==> config.mk <==
export PLATFORM = sky130hd
export DESIGN_NAME = pps_port_status
export DESIGN_NICKNAME = d
export VERILOG_FILES = /design/src/verilog/pps_pkg.sv /design/src/verilog/pps_port_status.sv
export SDC_FILE = /design/constraint.sdc
export NUM_CORES = 1
export LEC_CHECK = 0
export BUFFER_PORTS_ARGS = -buffer_cell sky130_fd_sc_hd__buf_2
export CORE_MARGIN = 3
export CORE_UTILIZATION = 41
export DETAILED_ROUTE_END_ITERATION = 6
export PLACE_DENSITY = 0.74
export RECOVER_POWER = 50
export REMOVE_ABC_BUFFERS = 1
export SLEW_MARGIN = 10
export SYNTH_ARGS = -nofsm -noshare
export SYNTH_HDL_FRONTEND = slang
export SYNTH_SLANG_ARGS = --single-unit
==> constraint.sdc <==
create_clock -name I_REF_CLK -period 1.2 [get_ports I_REF_CLK]
set_input_delay 0.12 -clock I_REF_CLK [delete_from_list [all_inputs] [get_ports I_REF_CLK]]
set_output_delay 0.12 -clock I_REF_CLK [all_outputs]
set_load 0.05 [all_outputs]
==> src/verilog/pps_pkg.sv <==
/*
 * Constants and carrier types for one transceiver port's status register.
 * Assumes a management engine that turns serial frames into single-cycle
 * read and write strobes on the reference clock.
 */
// Functional notes
// - Bits 14..11 capability, set by straps.
// - Bit 6 preamble suppression always one.
// - Bit 5 shows negotiation complete.
// - Negotiation disabled forces bit 5 zero.
// - Bit 4 latches remote fault until read.
// - Bit 3 follows strapped negotiation ability.
// - Bit 2 latches link failure until read.
// - Bit 1 latches jabber, zero at 100M.
// - Bit 0 extended capability always one.
// - Bit 15 T4 capability always zero.
// - Control bit 12 enables negotiation, defaults one.
package pps_pkg;

    localparam int unsigned ADDR_W       = 5;
    localparam int unsigned DATA_W       = 16;

    localparam logic [4:0]  ADDR_CTRL    = 5'h00;
    localparam logic [4:0]  ADDR_STATUS  = 5'h01;

    localparam int unsigned CTRL_AN_EN   = 12;

    localparam int unsigned ST_T4        = 15;
    localparam int unsigned ST_CAP_HI    = 14;
    localparam int unsigned ST_CAP_LO    = 11;
    localparam int unsigned ST_PRE_SUP   = 6;
    localparam int unsigned ST_AN_DONE   = 5;
    localparam int unsigned ST_RFAULT    = 4;
    localparam int unsigned ST_AN_ABLE   = 3;
    localparam int unsigned ST_LINK      = 2;
    localparam int unsigned ST_JABBER    = 1;
    localparam int unsigned ST_EXT_CAP   = 0;

    localparam logic        RST_AN_EN    = 1'b1;
    localparam logic        RST_LINK     = 1'b0;
    localparam logic        RST_RFAULT   = 1'b0;
    localparam logic        RST_JABBER   = 1'b0;
    localparam logic [15:0] RST_DATA     = 16'h0000;

    // Live conditions from the transceiver datapath, same clock domain.
    typedef struct packed {
        logic link_up;
        logic remote_fault;
        logic jabber;
        logic an_done;
        logic speed_100;
    } pps_ev_s;

    // Strap pins; capability order 100FD, 100HD, 10FD, 10HD.
    typedef struct packed {
        logic [3:0] cap;
        logic       an_able;
    } pps_strap_s;

endpackage : pps_pkg

==> src/verilog/pps_port_status.sv <==
/*
 * Status register (address 01H) and negotiation enable of control
 * register (address 00H) for one transceiver port.
 * Assumes strobes and events on I_REF_CLK; strap pins are asynchronous.
 */
`timescale 1ns/1ps
module pps_port_status
    import pps_pkg::*;
(
    input  wire logic              I_REF_CLK,
    input  wire logic              I_ARST_N,
    input  wire logic              I_RD_STB,
    input  wire logic              I_WR_STB,
    input  wire logic [ADDR_W-1:0] I_REG_ADDR,
    input  wire logic [DATA_W-1:0] I_WR_DATA,
    input  wire pps_ev_s           I_PHY_EV,
    input  wire pps_strap_s        I_STRAP,
    output logic      [DATA_W-1:0] O_RD_DATA,
    output logic                   O_RD_VALID,
    output logic                   O_AN_ENABLE
);

    ////////////////////////////////////////////////////////////////////////
    // Helpers.

    // A strobe that names the given register; shared by all decodes.
    function automatic logic pps_hit(
        input logic              stb,
        input logic [ADDR_W-1:0] addr,
        input logic [ADDR_W-1:0] target
    );
        return stb && (addr == target);
    endfunction : pps_hit

    ////////////////////////////////////////////////////////////////////////
    // Strap synchroniser. Only the second stage is read by logic, so a
    // strap that moves while the port runs cannot split one status word.
    // Reset clears both stages; straps show again two edges after release.
    pps_strap_s strap_meta_ff;
    pps_strap_s nxt_strap_meta;
    pps_strap_s strap_ff;
    pps_strap_s nxt_strap;

    always_comb begin
        nxt_strap_meta = I_STRAP;
        nxt_strap      = strap_meta_ff;
    end

    always_ff @(posedge I_REF_CLK or negedge I_ARST_N) begin
        if (!I_ARST_N) begin
            strap_meta_ff <= '0;
            strap_ff      <= '0;
        end else begin
            strap_meta_ff <= nxt_strap_meta;
            strap_ff      <= nxt_strap;
        end
    end

    ////////////////////////////////////////////////////////////////////////
    // Strobe decode. The status address has no write decode at all, which
    // is what keeps the status word read-only.
    logic status_rd;
    logic ctrl_rd;
    logic ctrl_wr;

    always_comb begin
        status_rd = pps_hit(I_RD_STB, I_REG_ADDR, ADDR_STATUS);
        ctrl_rd   = pps_hit(I_RD_STB, I_REG_ADDR, ADDR_CTRL);
        ctrl_wr   = pps_hit(I_WR_STB, I_REG_ADDR, ADDR_CTRL);
    end

    ////////////////////////////////////////////////////////////////////////
    // Negotiation enable, control bit 12. Other control bits are not kept.
    logic an_en_ff;
    logic nxt_an_en;

    always_comb begin
        nxt_an_en = an_en_ff;
        if (ctrl_wr) begin
            nxt_an_en = I_WR_DATA[CTRL_AN_EN];
        end
    end

    always_ff @(posedge I_REF_CLK or negedge I_ARST_N) begin
        if (!I_ARST_N) begin
            an_en_ff <= RST_AN_EN;
        end else begin
            an_en_ff <= nxt_an_en;
        end
    end

    ////////////////////////////////////////////////////////////////////////
    // Remote fault latch. A fault in the cycle of a read wins over the
    // clear, so an event is never lost between capture and clear.
    logic rfault_ff;
    logic nxt_rfault;

    always_comb begin
        nxt_rfault = rfault_ff;
        if (status_rd) begin
            nxt_rfault = 1'b0;
        end
        if (I_PHY_EV.remote_fault) begin
            nxt_rfault = 1'b1;
        end
    end

    always_ff @(posedge I_REF_CLK or negedge I_ARST_N) begin
        if (!I_ARST_N) begin
            rfault_ff <= RST_RFAULT;
        end else begin
            rfault_ff <= nxt_rfault;
        end
    end

    ////////////////////////////////////////////////////////////////////////
    // Link latch, latching low. It leaves reset low, so the first read
    // after reset reports no link even when the link is already up.
    logic link_ff;
    logic nxt_link;

    always_comb begin
        nxt_link = link_ff;
        if (status_rd) begin
            nxt_link = 1'b1;
        end
        if (!I_PHY_EV.link_up) begin
            nxt_link = 1'b0;
        end
    end

    always_ff @(posedge I_REF_CLK or negedge I_ARST_N) begin
        if (!I_ARST_N) begin
            link_ff <= RST_LINK;
        end else begin
            link_ff <= nxt_link;
        end
    end

    ////////////////////////////////////////////////////////////////////////
    // Jabber latch. Jabber is not looked for at 100 Mbps, and the reported
    // bit is masked there too, so a stale latch never shows after a speed
    // change.
    logic jabber_ff;
    logic nxt_jabber;

    always_comb begin
        nxt_jabber = jabber_ff;
        if (status_rd) begin
            nxt_jabber = 1'b0;
        end
        if (I_PHY_EV.jabber && !I_PHY_EV.speed_100) begin
            nxt_jabber = 1'b1;
        end
    end

    always_ff @(posedge I_REF_CLK or negedge I_ARST_N) begin
        if (!I_ARST_N) begin
            jabber_ff <= RST_JABBER;
        end else begin
            jabber_ff <= nxt_jabber;
        end
    end

    ////////////////////////////////////////////////////////////////////////
    // Status word as a read would capture it in this cycle. Bit 5 follows
    // the live done flag rather than a latch, so it drops at once when
    // negotiation restarts or is switched off.
    logic [DATA_W-1:0] status_word;

    always_comb begin
        status_word                        = '0;
        status_word[ST_T4]                 = 1'b0;
        status_word[ST_CAP_HI:ST_CAP_LO]   = strap_ff.cap;
        status_word[ST_PRE_SUP]            = 1'b1;
        status_word[ST_AN_DONE]            = I_PHY_EV.an_done & an_en_ff;
        status_word[ST_RFAULT]             = rfault_ff;
        status_word[ST_AN_ABLE]            = strap_ff.an_able;
        status_word[ST_LINK]               = link_ff;
        status_word[ST_JABBER]             = jabber_ff & ~I_PHY_EV.speed_100;
        status_word[ST_EXT_CAP]            = 1'b1;
    end

    ////////////////////////////////////////////////////////////////////////
    // Read port. The word is registered here and the latches are cleared
    // at the same edge, so a read reports exactly what it acknowledges.
    logic [DATA_W-1:0] rd_data_ff;
    logic [DATA_W-1:0] nxt_rd_data;
    logic              rd_valid_ff;
    logic              nxt_rd_valid;

    always_comb begin
        nxt_rd_valid = I_RD_STB;
        nxt_rd_data  = rd_data_ff;
        if (status_rd) begin
            nxt_rd_data = status_word;
        end else if (ctrl_rd) begin
            nxt_rd_data             = '0;
            nxt_rd_data[CTRL_AN_EN] = an_en_ff;
        end else if (I_RD_STB) begin
            nxt_rd_data = '0;
        end
    end

    always_ff @(posedge I_REF_CLK or negedge I_ARST_N) begin
        if (!I_ARST_N) begin
            rd_data_ff  <= RST_DATA;
            rd_valid_ff <= 1'b0;
        end else begin
            rd_data_ff  <= nxt_rd_data;
            rd_valid_ff <= nxt_rd_valid;
        end
    end

    ////////////////////////////////////////////////////////////////////////
    // Outputs, each straight from its flip-flop, so the pins never glitch.
    assign O_RD_DATA   = rd_data_ff;
    assign O_RD_VALID  = rd_valid_ff;
    assign O_AN_ENABLE = an_en_ff;

endmodule : pps_port_status

# Word level (Yosys, flattened, before mapping)
# Index checks and enable logic that the tools add are counted.
dict set report word_totals {
  register_bits 31
  output_inout_bits 18
  elab_cells 32
}
dict set report op_classes {
  n_eq_ne 2
  n_mux 8
  bitwise 3
  n_reduce_logical 9
}
# cell count
set op_table {}
lappend op_table {{16-bit 2-to-1 mux} 3}
lappend op_table {{5-bit by 1-bit equality test with 1-bit output, second input constant} 1}
lappend op_table {{5-bit logical NOT} 1}
lappend op_table {{1-bit 2-to-1 mux} 5}
lappend op_table {{1-bit logical AND} 4}
lappend op_table {{2-bit nonzero test} 2}
lappend op_table {{3-bit nonzero test} 1}
lappend op_table {{1-bit bitwise AND} 2}
lappend op_table {{2-bit by 1-bit inequality test with 1-bit output, second input constant} 1}
lappend op_table {{1-bit logical NOT} 1}
lappend op_table {{1-bit NOT} 1}

# Longest topological paths before layout
# Gate-level depths: netlist (run 1).
dict set report logic_depth {
  depth_word 4
  ltp_mapped 4
  ltp_nobuf 3
}

# Worst setup path before layout (run 1)
# Ideal clock, no wire load.
dict set report synth_timing {
  path_kind {flip-flop to flip-flop}
  startpoint {register an_en_ff (netlist: O_AN_ENABLE)}
  endpoint {register rd_data_ff[12] (netlist: O_RD_DATA[12])}
  arrival_ns 0.988
  setup_slack_ns 0.135
  path_stages_with_launch 4
  path_cell_list {dfstp_2 mux2_1 nand3_1 o21ai_1}
}
dict set report synth_between {
  elab_chain_cells 2
}
# element line
set synth_rtl {}
lappend synth_rtl {{from (decl)} pps_port_status.sv:74} ;# logic an_en_ff;
lappend synth_rtl {{from (signal assigned)} pps_port_status.sv:88} ;# an_en_ff <= nxt_an_en;
lappend synth_rtl {{16-bit 2-to-1 mux} pps_port_status.sv:197} ;# end else if (ctrl_rd) begin
lappend synth_rtl {{16-bit 2-to-1 mux} pps_port_status.sv:195} ;# if (status_rd) begin
lappend synth_rtl {{to (signal assigned)} pps_port_status.sv:210} ;# rd_data_ff <= nxt_rd_data;
lappend synth_rtl {{to (decl)} pps_port_status.sv:187} ;# logic [DATA_W-1:0] rd_data_ff;
# Every way passes these cells.
# A chain may end at the register's enable or synchronous reset.

# Worst setup path after layout (run 1)
dict set report layout_timing {
  startpoint {register an_en_ff (netlist: O_AN_ENABLE)}
  endpoint {output port O_AN_ENABLE}
}
# element line
set layout_rtl {}
lappend layout_rtl {{to (decl)} pps_port_status.sv:20} ;# output logic O_AN_ENABLE
# No word-level cell between the ends.

==> impl_metrics.yaml, run 1 <==
run_status:
  outcome: "complete, no violations"
die:
  die_x_um: 52.3
  dieArea_sq_um: 2730
  initial_core_util: 0.438
  coreArea_sq_um: 2000
  fp-row-count: 16
  dieHeight_um: 52.3
  io_pins: 53
power:
  combPwrFrac: 0.148
  p_seq_frac: 0.608
  swShare: 0.262
  powerDensity_nw_per_um2: 1240
  power.share.clock: 0.244
  internal_power_mw: 1.09
  p_leak_nw: 0.639
  p_sw_mw: 0.385
  vdd.ir_drop.worst_mv: 0.906
flow_run:
  maxCapViolCount: 0
cells_and_area:
  fin_cells: 129
  final_nets: 138
  fillers: 161
  utilization: 0.591
  areaGrowthSynthToFinish_pct: 35.0
  num_antenna_cells: 0
  fin_area_sq_um: 1180
  drive_gt1_frac: 0.431
drt:
  ant_nets: 0
  drt_wl_total_um: 1530
  drtIter0Drc: 3
  drc: 0
  vias: 564
  dr.pass1.iters: 4
  wl_per_cell_um: 11.8
  routed_via_density: 4.37
timing:
  clock_skew_ns: 0.0103
  rsz0062_at_grt: "no"
  setup_violations: 0
  maxSlewViolCount: 0
  final.setup.tns_ns: 0
  fmax_mhz: 859
  finalHoldViolCount: 0
  worst_slew_pin_slew_ns: 0.577
  finalWorstSetupSlack_ns: 0.0362
  fin_crit_sh: 0.970
  max_slew_margin: 0.615
  period_minus_slack_ns: 1.16
worst_setup_path:
  cp.required_ns: 1.08
  path_class: "flip-flop to primary output"
  worstPathCellList: "buf_6"
  crit_family: "flip-flops"
  worst_path_max_delay_cell: "dfstp_2"
  startpoint_type: "flip-flop"
  worstPathArrival_ns: 1.04
  slowest_delay_ns: 0.58
  path_buf_inv: 1
  endpoint_kind: "primary output"
  crit_fanout: 3
yosys:
  synth-edff-count: 0
  synth.distinct_cells: 16
  synth-seq-area-share: 0.715
  syn_avg_cell_area_sq_um: 15.7
  synth-seq-cells: 25
  synth_cells: 56
  ys.flop_type: "dfrtp_1"
  yosys_warnings: 0
  netlist_area_sq_um: 877
  async_flop_share: 1.00
worst_hold_path:
  min_path_type: "input port to flip-flop"
placement:
  gp_congestion: 0.638
  dp_hpwl_um: 1110
  io_buffers: 32
  dpl_cell_area_sq_um: 1050
  place_ws_ns: 0.0336
  place_inst: 115
clock_tree:
  htree_levels: 1
  cts_tree: "built"
  cts_buffer_depth: 2
  numClockSinks: 25
  clkTransAtPathRegs_ns: 0.12
  root_buffer: "clkbuf_4"
  clock_latency_ns: 0.32
  cts-buffers-inserted: 3
global_routing:
  grt_overflow: 0
  grt_use_total: 0.128
  grt_max_degree: 26
  grt_pass1_wl_um: 2420
  grt_antenna_before_repair: 0
  grt_pass1_vias: 552
synth_stat cells, types with 2 or more instances:
master,instances,area share
a21o_1,2,0.017
a22o_1,7,0.070
a32o_2,2,0.026
buf_4,6,0.051
dfrtp_1,24,0.68
inv_1,3,0.013
mux2_1,2,0.026
nand3_1,2,0.011
state kept, by name (all words and copies together) (netlist names):
name,flops
O_RD_DATA,10
nxt_strap,5
status_word,5
O_AN_ENABLE,1
O_RD_VALID,1
jabber_ff,1
link_ff,1
rfault_ff,1
per-layer routing:
metal | global-route usage | routed length [um] | up-vias
met4 | 0.0894 | 31 | 0
li1 | - | - | 276
met1 | 0.143 | 617 | 262
met2 | 0.207 | 776 | 22
met5 | 0 | 0 | -
met3 | 0.0399 | 101 | 4
path summary, 6_finish.rpt:
check / startpoint / end / slack, ns / cells after the start
max: O_AN_ENABLE / O_AN_ENABLE / 0.04 / 1
min: I_WR_DATA[12] / O_AN_ENABLE / 0.02 / 2
max reg2reg: O_AN_ENABLE / O_RD_DATA[12] / 0.15 / 4
min reg2reg: nxt_strap[2] / status_word[12] / 0.36 / 0
max in group asynchronous: I_ARST_N / O_AN_ENABLE / 0.49 / 2
min in group asynchronous: I_ARST_N / O_RD_DATA[6] / 0.32 / 2
cells in the final DEF (no fill, tap or decap), drive strengths merged:
master,netlist,layout
a21o,2,2
a22o,7,7
a32o,2,2
and3,1,1
buf,7,35
clkbuf,0,4
clkinv,0,1
conb,1,5
dfrtp,24,24
dfstp,1,1
dlygate4sd3,0,9
inv,3,3
mux2,2,2
nand3,2,2
nand3b,1,1
nor4,1,1
o21a,1,1
o21ai,1,1
metrics by stage:
step	hold slack, ns	power (mW)
6_report	0.0154	1.47
5_1_grt	0.0166	1.55
4_1_cts	0.00344	1.48
3_5_place_dp	0.124	1.09
3_3_place_gp	0.112	1.08
2_1_floorplan	-0.176	1.01
kinds of logic after synthesis:
family,count (synthesis),synth area share
compound gates,13,0.127
buf+inv,10,0.0770
flops,25,0.715
mux,2,0.0257
other cells,1,0.00428
simple gates,5,0.0514
power by group through the flow:
| stage | Sequential (mW) | Combinational [mW] | Clock, mW |
|---|---|---|---|
| floorplan | 0.956 | 0.0570 | 0 |
| global placement | 0.908 | 0.175 | 0 |
| detailed placement | 0.910 | 0.178 | 0 |
| CTS | 0.895 | 0.209 | 0.377 |
| global route | 0.897 | 0.235 | 0.415 |
| finish | 0.894 | 0.217 | 0.358 |
layout make-up:
type                       instances  area [sq um]  area share
tap                               27          33.8      0.0285
sequential                        25           627       0.530
clock buffer                       3          22.5      0.0190
clock inverter                     1          5.00     0.00423
inverter                           3          11.3     0.00951
timing repair buffer              45           287       0.242
multi-input combinational         25           198       0.167
what timing repair did:
action,4_1_cts,5_1_grt
setup endpoints to repair,1,1
gates resized for setup,2,0
endpoints found under the hold margin,32,0
setup buffers,0,1
pin swaps,0,0
hold buffers,9,0
Power figures use the tool's default switching activity.
==> run 2: changes to the inputs <==
--- a/config.mk
+++ b/config.mk
@@ -9,9 +9,8 @@
 export CORE_MARGIN = 3
 export CORE_UTILIZATION = 41
 export DETAILED_ROUTE_END_ITERATION = 6
-export PLACE_DENSITY = 0.74
+export PLACE_DENSITY_LB_ADDON = 0.05
 export RECOVER_POWER = 50
-export REMOVE_ABC_BUFFERS = 1
 export SLEW_MARGIN = 10
 export SYNTH_ARGS = -nofsm -noshare
 export SYNTH_HDL_FRONTEND = slang
==> run 2 against run 1 <==
- via count rose by 2.1%
- core utilization fell by 0.38 points
- design area fell by 0.63%
- count of clock-buffer cells in the layout did not move
- sequential power barely moved
- clock power fell by 1%
- sequential share of layout area rose by 0.34 points
- critical path depth did not move
- worst setup slack improved by 0.012 ns
- non-clock buffer count fell by 1
- power fell by 0.31%
- first-iteration DRC count fell by 33%
==> impl_metrics.yaml, run 2 (same netlist as run 1, synthesis figures left out) <==
run_status:
  outcome: "complete, no violations"
clock_tree:
  htree_levels: 1
  clock_latency_ns: 0.31
  clkTransAtPathRegs_ns: 0.12
  root_buffer: "clkbuf_4"
  numClockSinks: 25
  cts-buffers-inserted: 3
  cts_buffer_depth: 2
  cts_tree: "built"
worst_setup_path:
  slowest_delay_ns: 0.57
  reg2reg_depth: 4
  worst_path_max_delay_cell: "dfstp_2"
  endpoint_kind: "primary output"
  cp.required_ns: 1.08
  crit_family: "flip-flops"
  path_buf_inv: 1
  startpoint_type: "flip-flop"
  worstPathArrival_ns: 1.03
  cp.depth: 1
  path_class: "flip-flop to primary output"
  crit_fanout: 3
  worstPathCellList: "buf_6"
power:
  vdd.ir_drop.worst_mv: 0.873
  swShare: 0.260
  p_sw_mw: 0.382
  combPwrFrac: 0.150
  powerDensity_nw_per_um2: 1250
  p_seq_frac: 0.609
  p_leak_nw: 0.634
  internal_power_mw: 1.08
  power.share.clock: 0.242
worst_hold_path:
  min_path_type: "input port to flip-flop"
  holdPathStages: 2
global_routing:
  grt_max_degree: 26
  grt_overflow: 0
  grt_use_total: 0.127
  grt_pass1_wl_um: 2440
  grt_antenna_before_repair: 0
  grt_pass1_vias: 593
cells_and_area:
  fin_cells: 128
  largest_reg_flops: 10
  areaGrowthSynthToFinish_pct: 34.1
  fillers: 186
  drive_gt1_frac: 0.426
  final_nets: 137
  num_antenna_cells: 0
  layout_commonest_cell: "buf_2"
  final_cell_mix: "buf_2, dfrtp_1, dlygate4sd3_1"
drt:
  vias: 576
  drt_wl_total_um: 1500
  drtIter0Drc: 2
  ant_nets: 0
  dr.pass1.iters: 2
  drc: 0
  routed_via_density: 4.50
  wl_per_cell_um: 11.7
placement:
  place_inst: 114
  dp_hpwl_um: 1070
  io_buffers: 32
  gp_congestion: 0.626
die:
  io_pins: 53
  initial_core_util: 0.438
  die_x_um: 52.3
  dieHeight_um: 52.3
  coreArea_sq_um: 2000
  dieArea_sq_um: 2730
  fp-row-count: 16
timing:
  clock_skew_ns: 0.00171
  finalHoldViolCount: 0
  setup_violations: 0
  final.setup.tns_ns: 0
  fin_crit_sh: 0.960
  worst_slew_pin_slew_ns: 0.578
  period_minus_slack_ns: 1.15
  max_slew_margin: 0.614
  rsz0062_at_grt: "no"
  whs_ns: 0.0284
  fmax_mhz: 868
  maxSlewViolCount: 0
flow_run:
  maxCapViolCount: 0
==> run 2: worst paths after layout <==
kind                          startpoint         endpoint  slack [ns]
min in group asynchronous       I_ARST_N    O_RD_DATA[12]        0.34
min reg2reg                 nxt_strap[2]  status_word[12]        0.36
max                          O_AN_ENABLE      O_AN_ENABLE        0.05
min                        I_WR_DATA[12]      O_AN_ENABLE        0.03
max in group asynchronous       I_ARST_N  status_word[12]        0.49
max reg2reg                  O_AN_ENABLE    O_RD_DATA[12]        0.15
==> run 2: power groups by stage <==
stage          Sequential (mW)  Combinational (mW)  Clock (mW)
6_report                 0.892               0.219       0.354
3_5_place_dp             0.910               0.177           0
5_1_grt                  0.896               0.234       0.405
4_1_cts                  0.896               0.205       0.375
3_3_place_gp             0.909               0.176           0
2_1_floorplan            0.953              0.0743           0
==> run 2: layout make-up <==
cell class	count	area, sq um	area share
inverters	3	11.3	0.00957
clock inverters	1	5.00	0.00426
clock buffers	3	22.5	0.0191
well taps	27	33.8	0.0287
multi-input cells	25	198	0.168
repair buffers	44	279	0.237
flip-flops and latches	25	627	0.533
==> run 2: through the flow <==
stage | total power, mW | cell area, sq um | util | setup WS, ns
detailed placement | 1.09 | 1040 | 0.522 | 0.0506
CTS | 1.48 | 1160 | 0.579 | 0.00489
finish | 1.47 | 1180 | 0.588 | 0.0479
global route | 1.54 | 1180 | 0.588 | 0.0116
floorplan | 1.03 | 892 | - | 0.135
global placement | 1.09 | 1040 | 0.522 | 0.0408
==> run 2: layer usage <==
metal / share of wire / global-route usage / up-vias
met3: 0.087 / 0.0370 / 0
met5: 0 / 0 / -
li1: - / - / 274
met2: 0.49 / 0.215 / 24
met4: 0 / 0.0638 / 0
met1: 0.42 / 0.144 / 278
==> run 2: what timing repair did <==
item / in CTS / in global routing
resized for setup: 2 / 0
endpoints found under the setup margin: 1 / 1
hold endpoints to repair: 31 / 1
hold buffers: 8 / 1
buffers inserted: 0 / 1
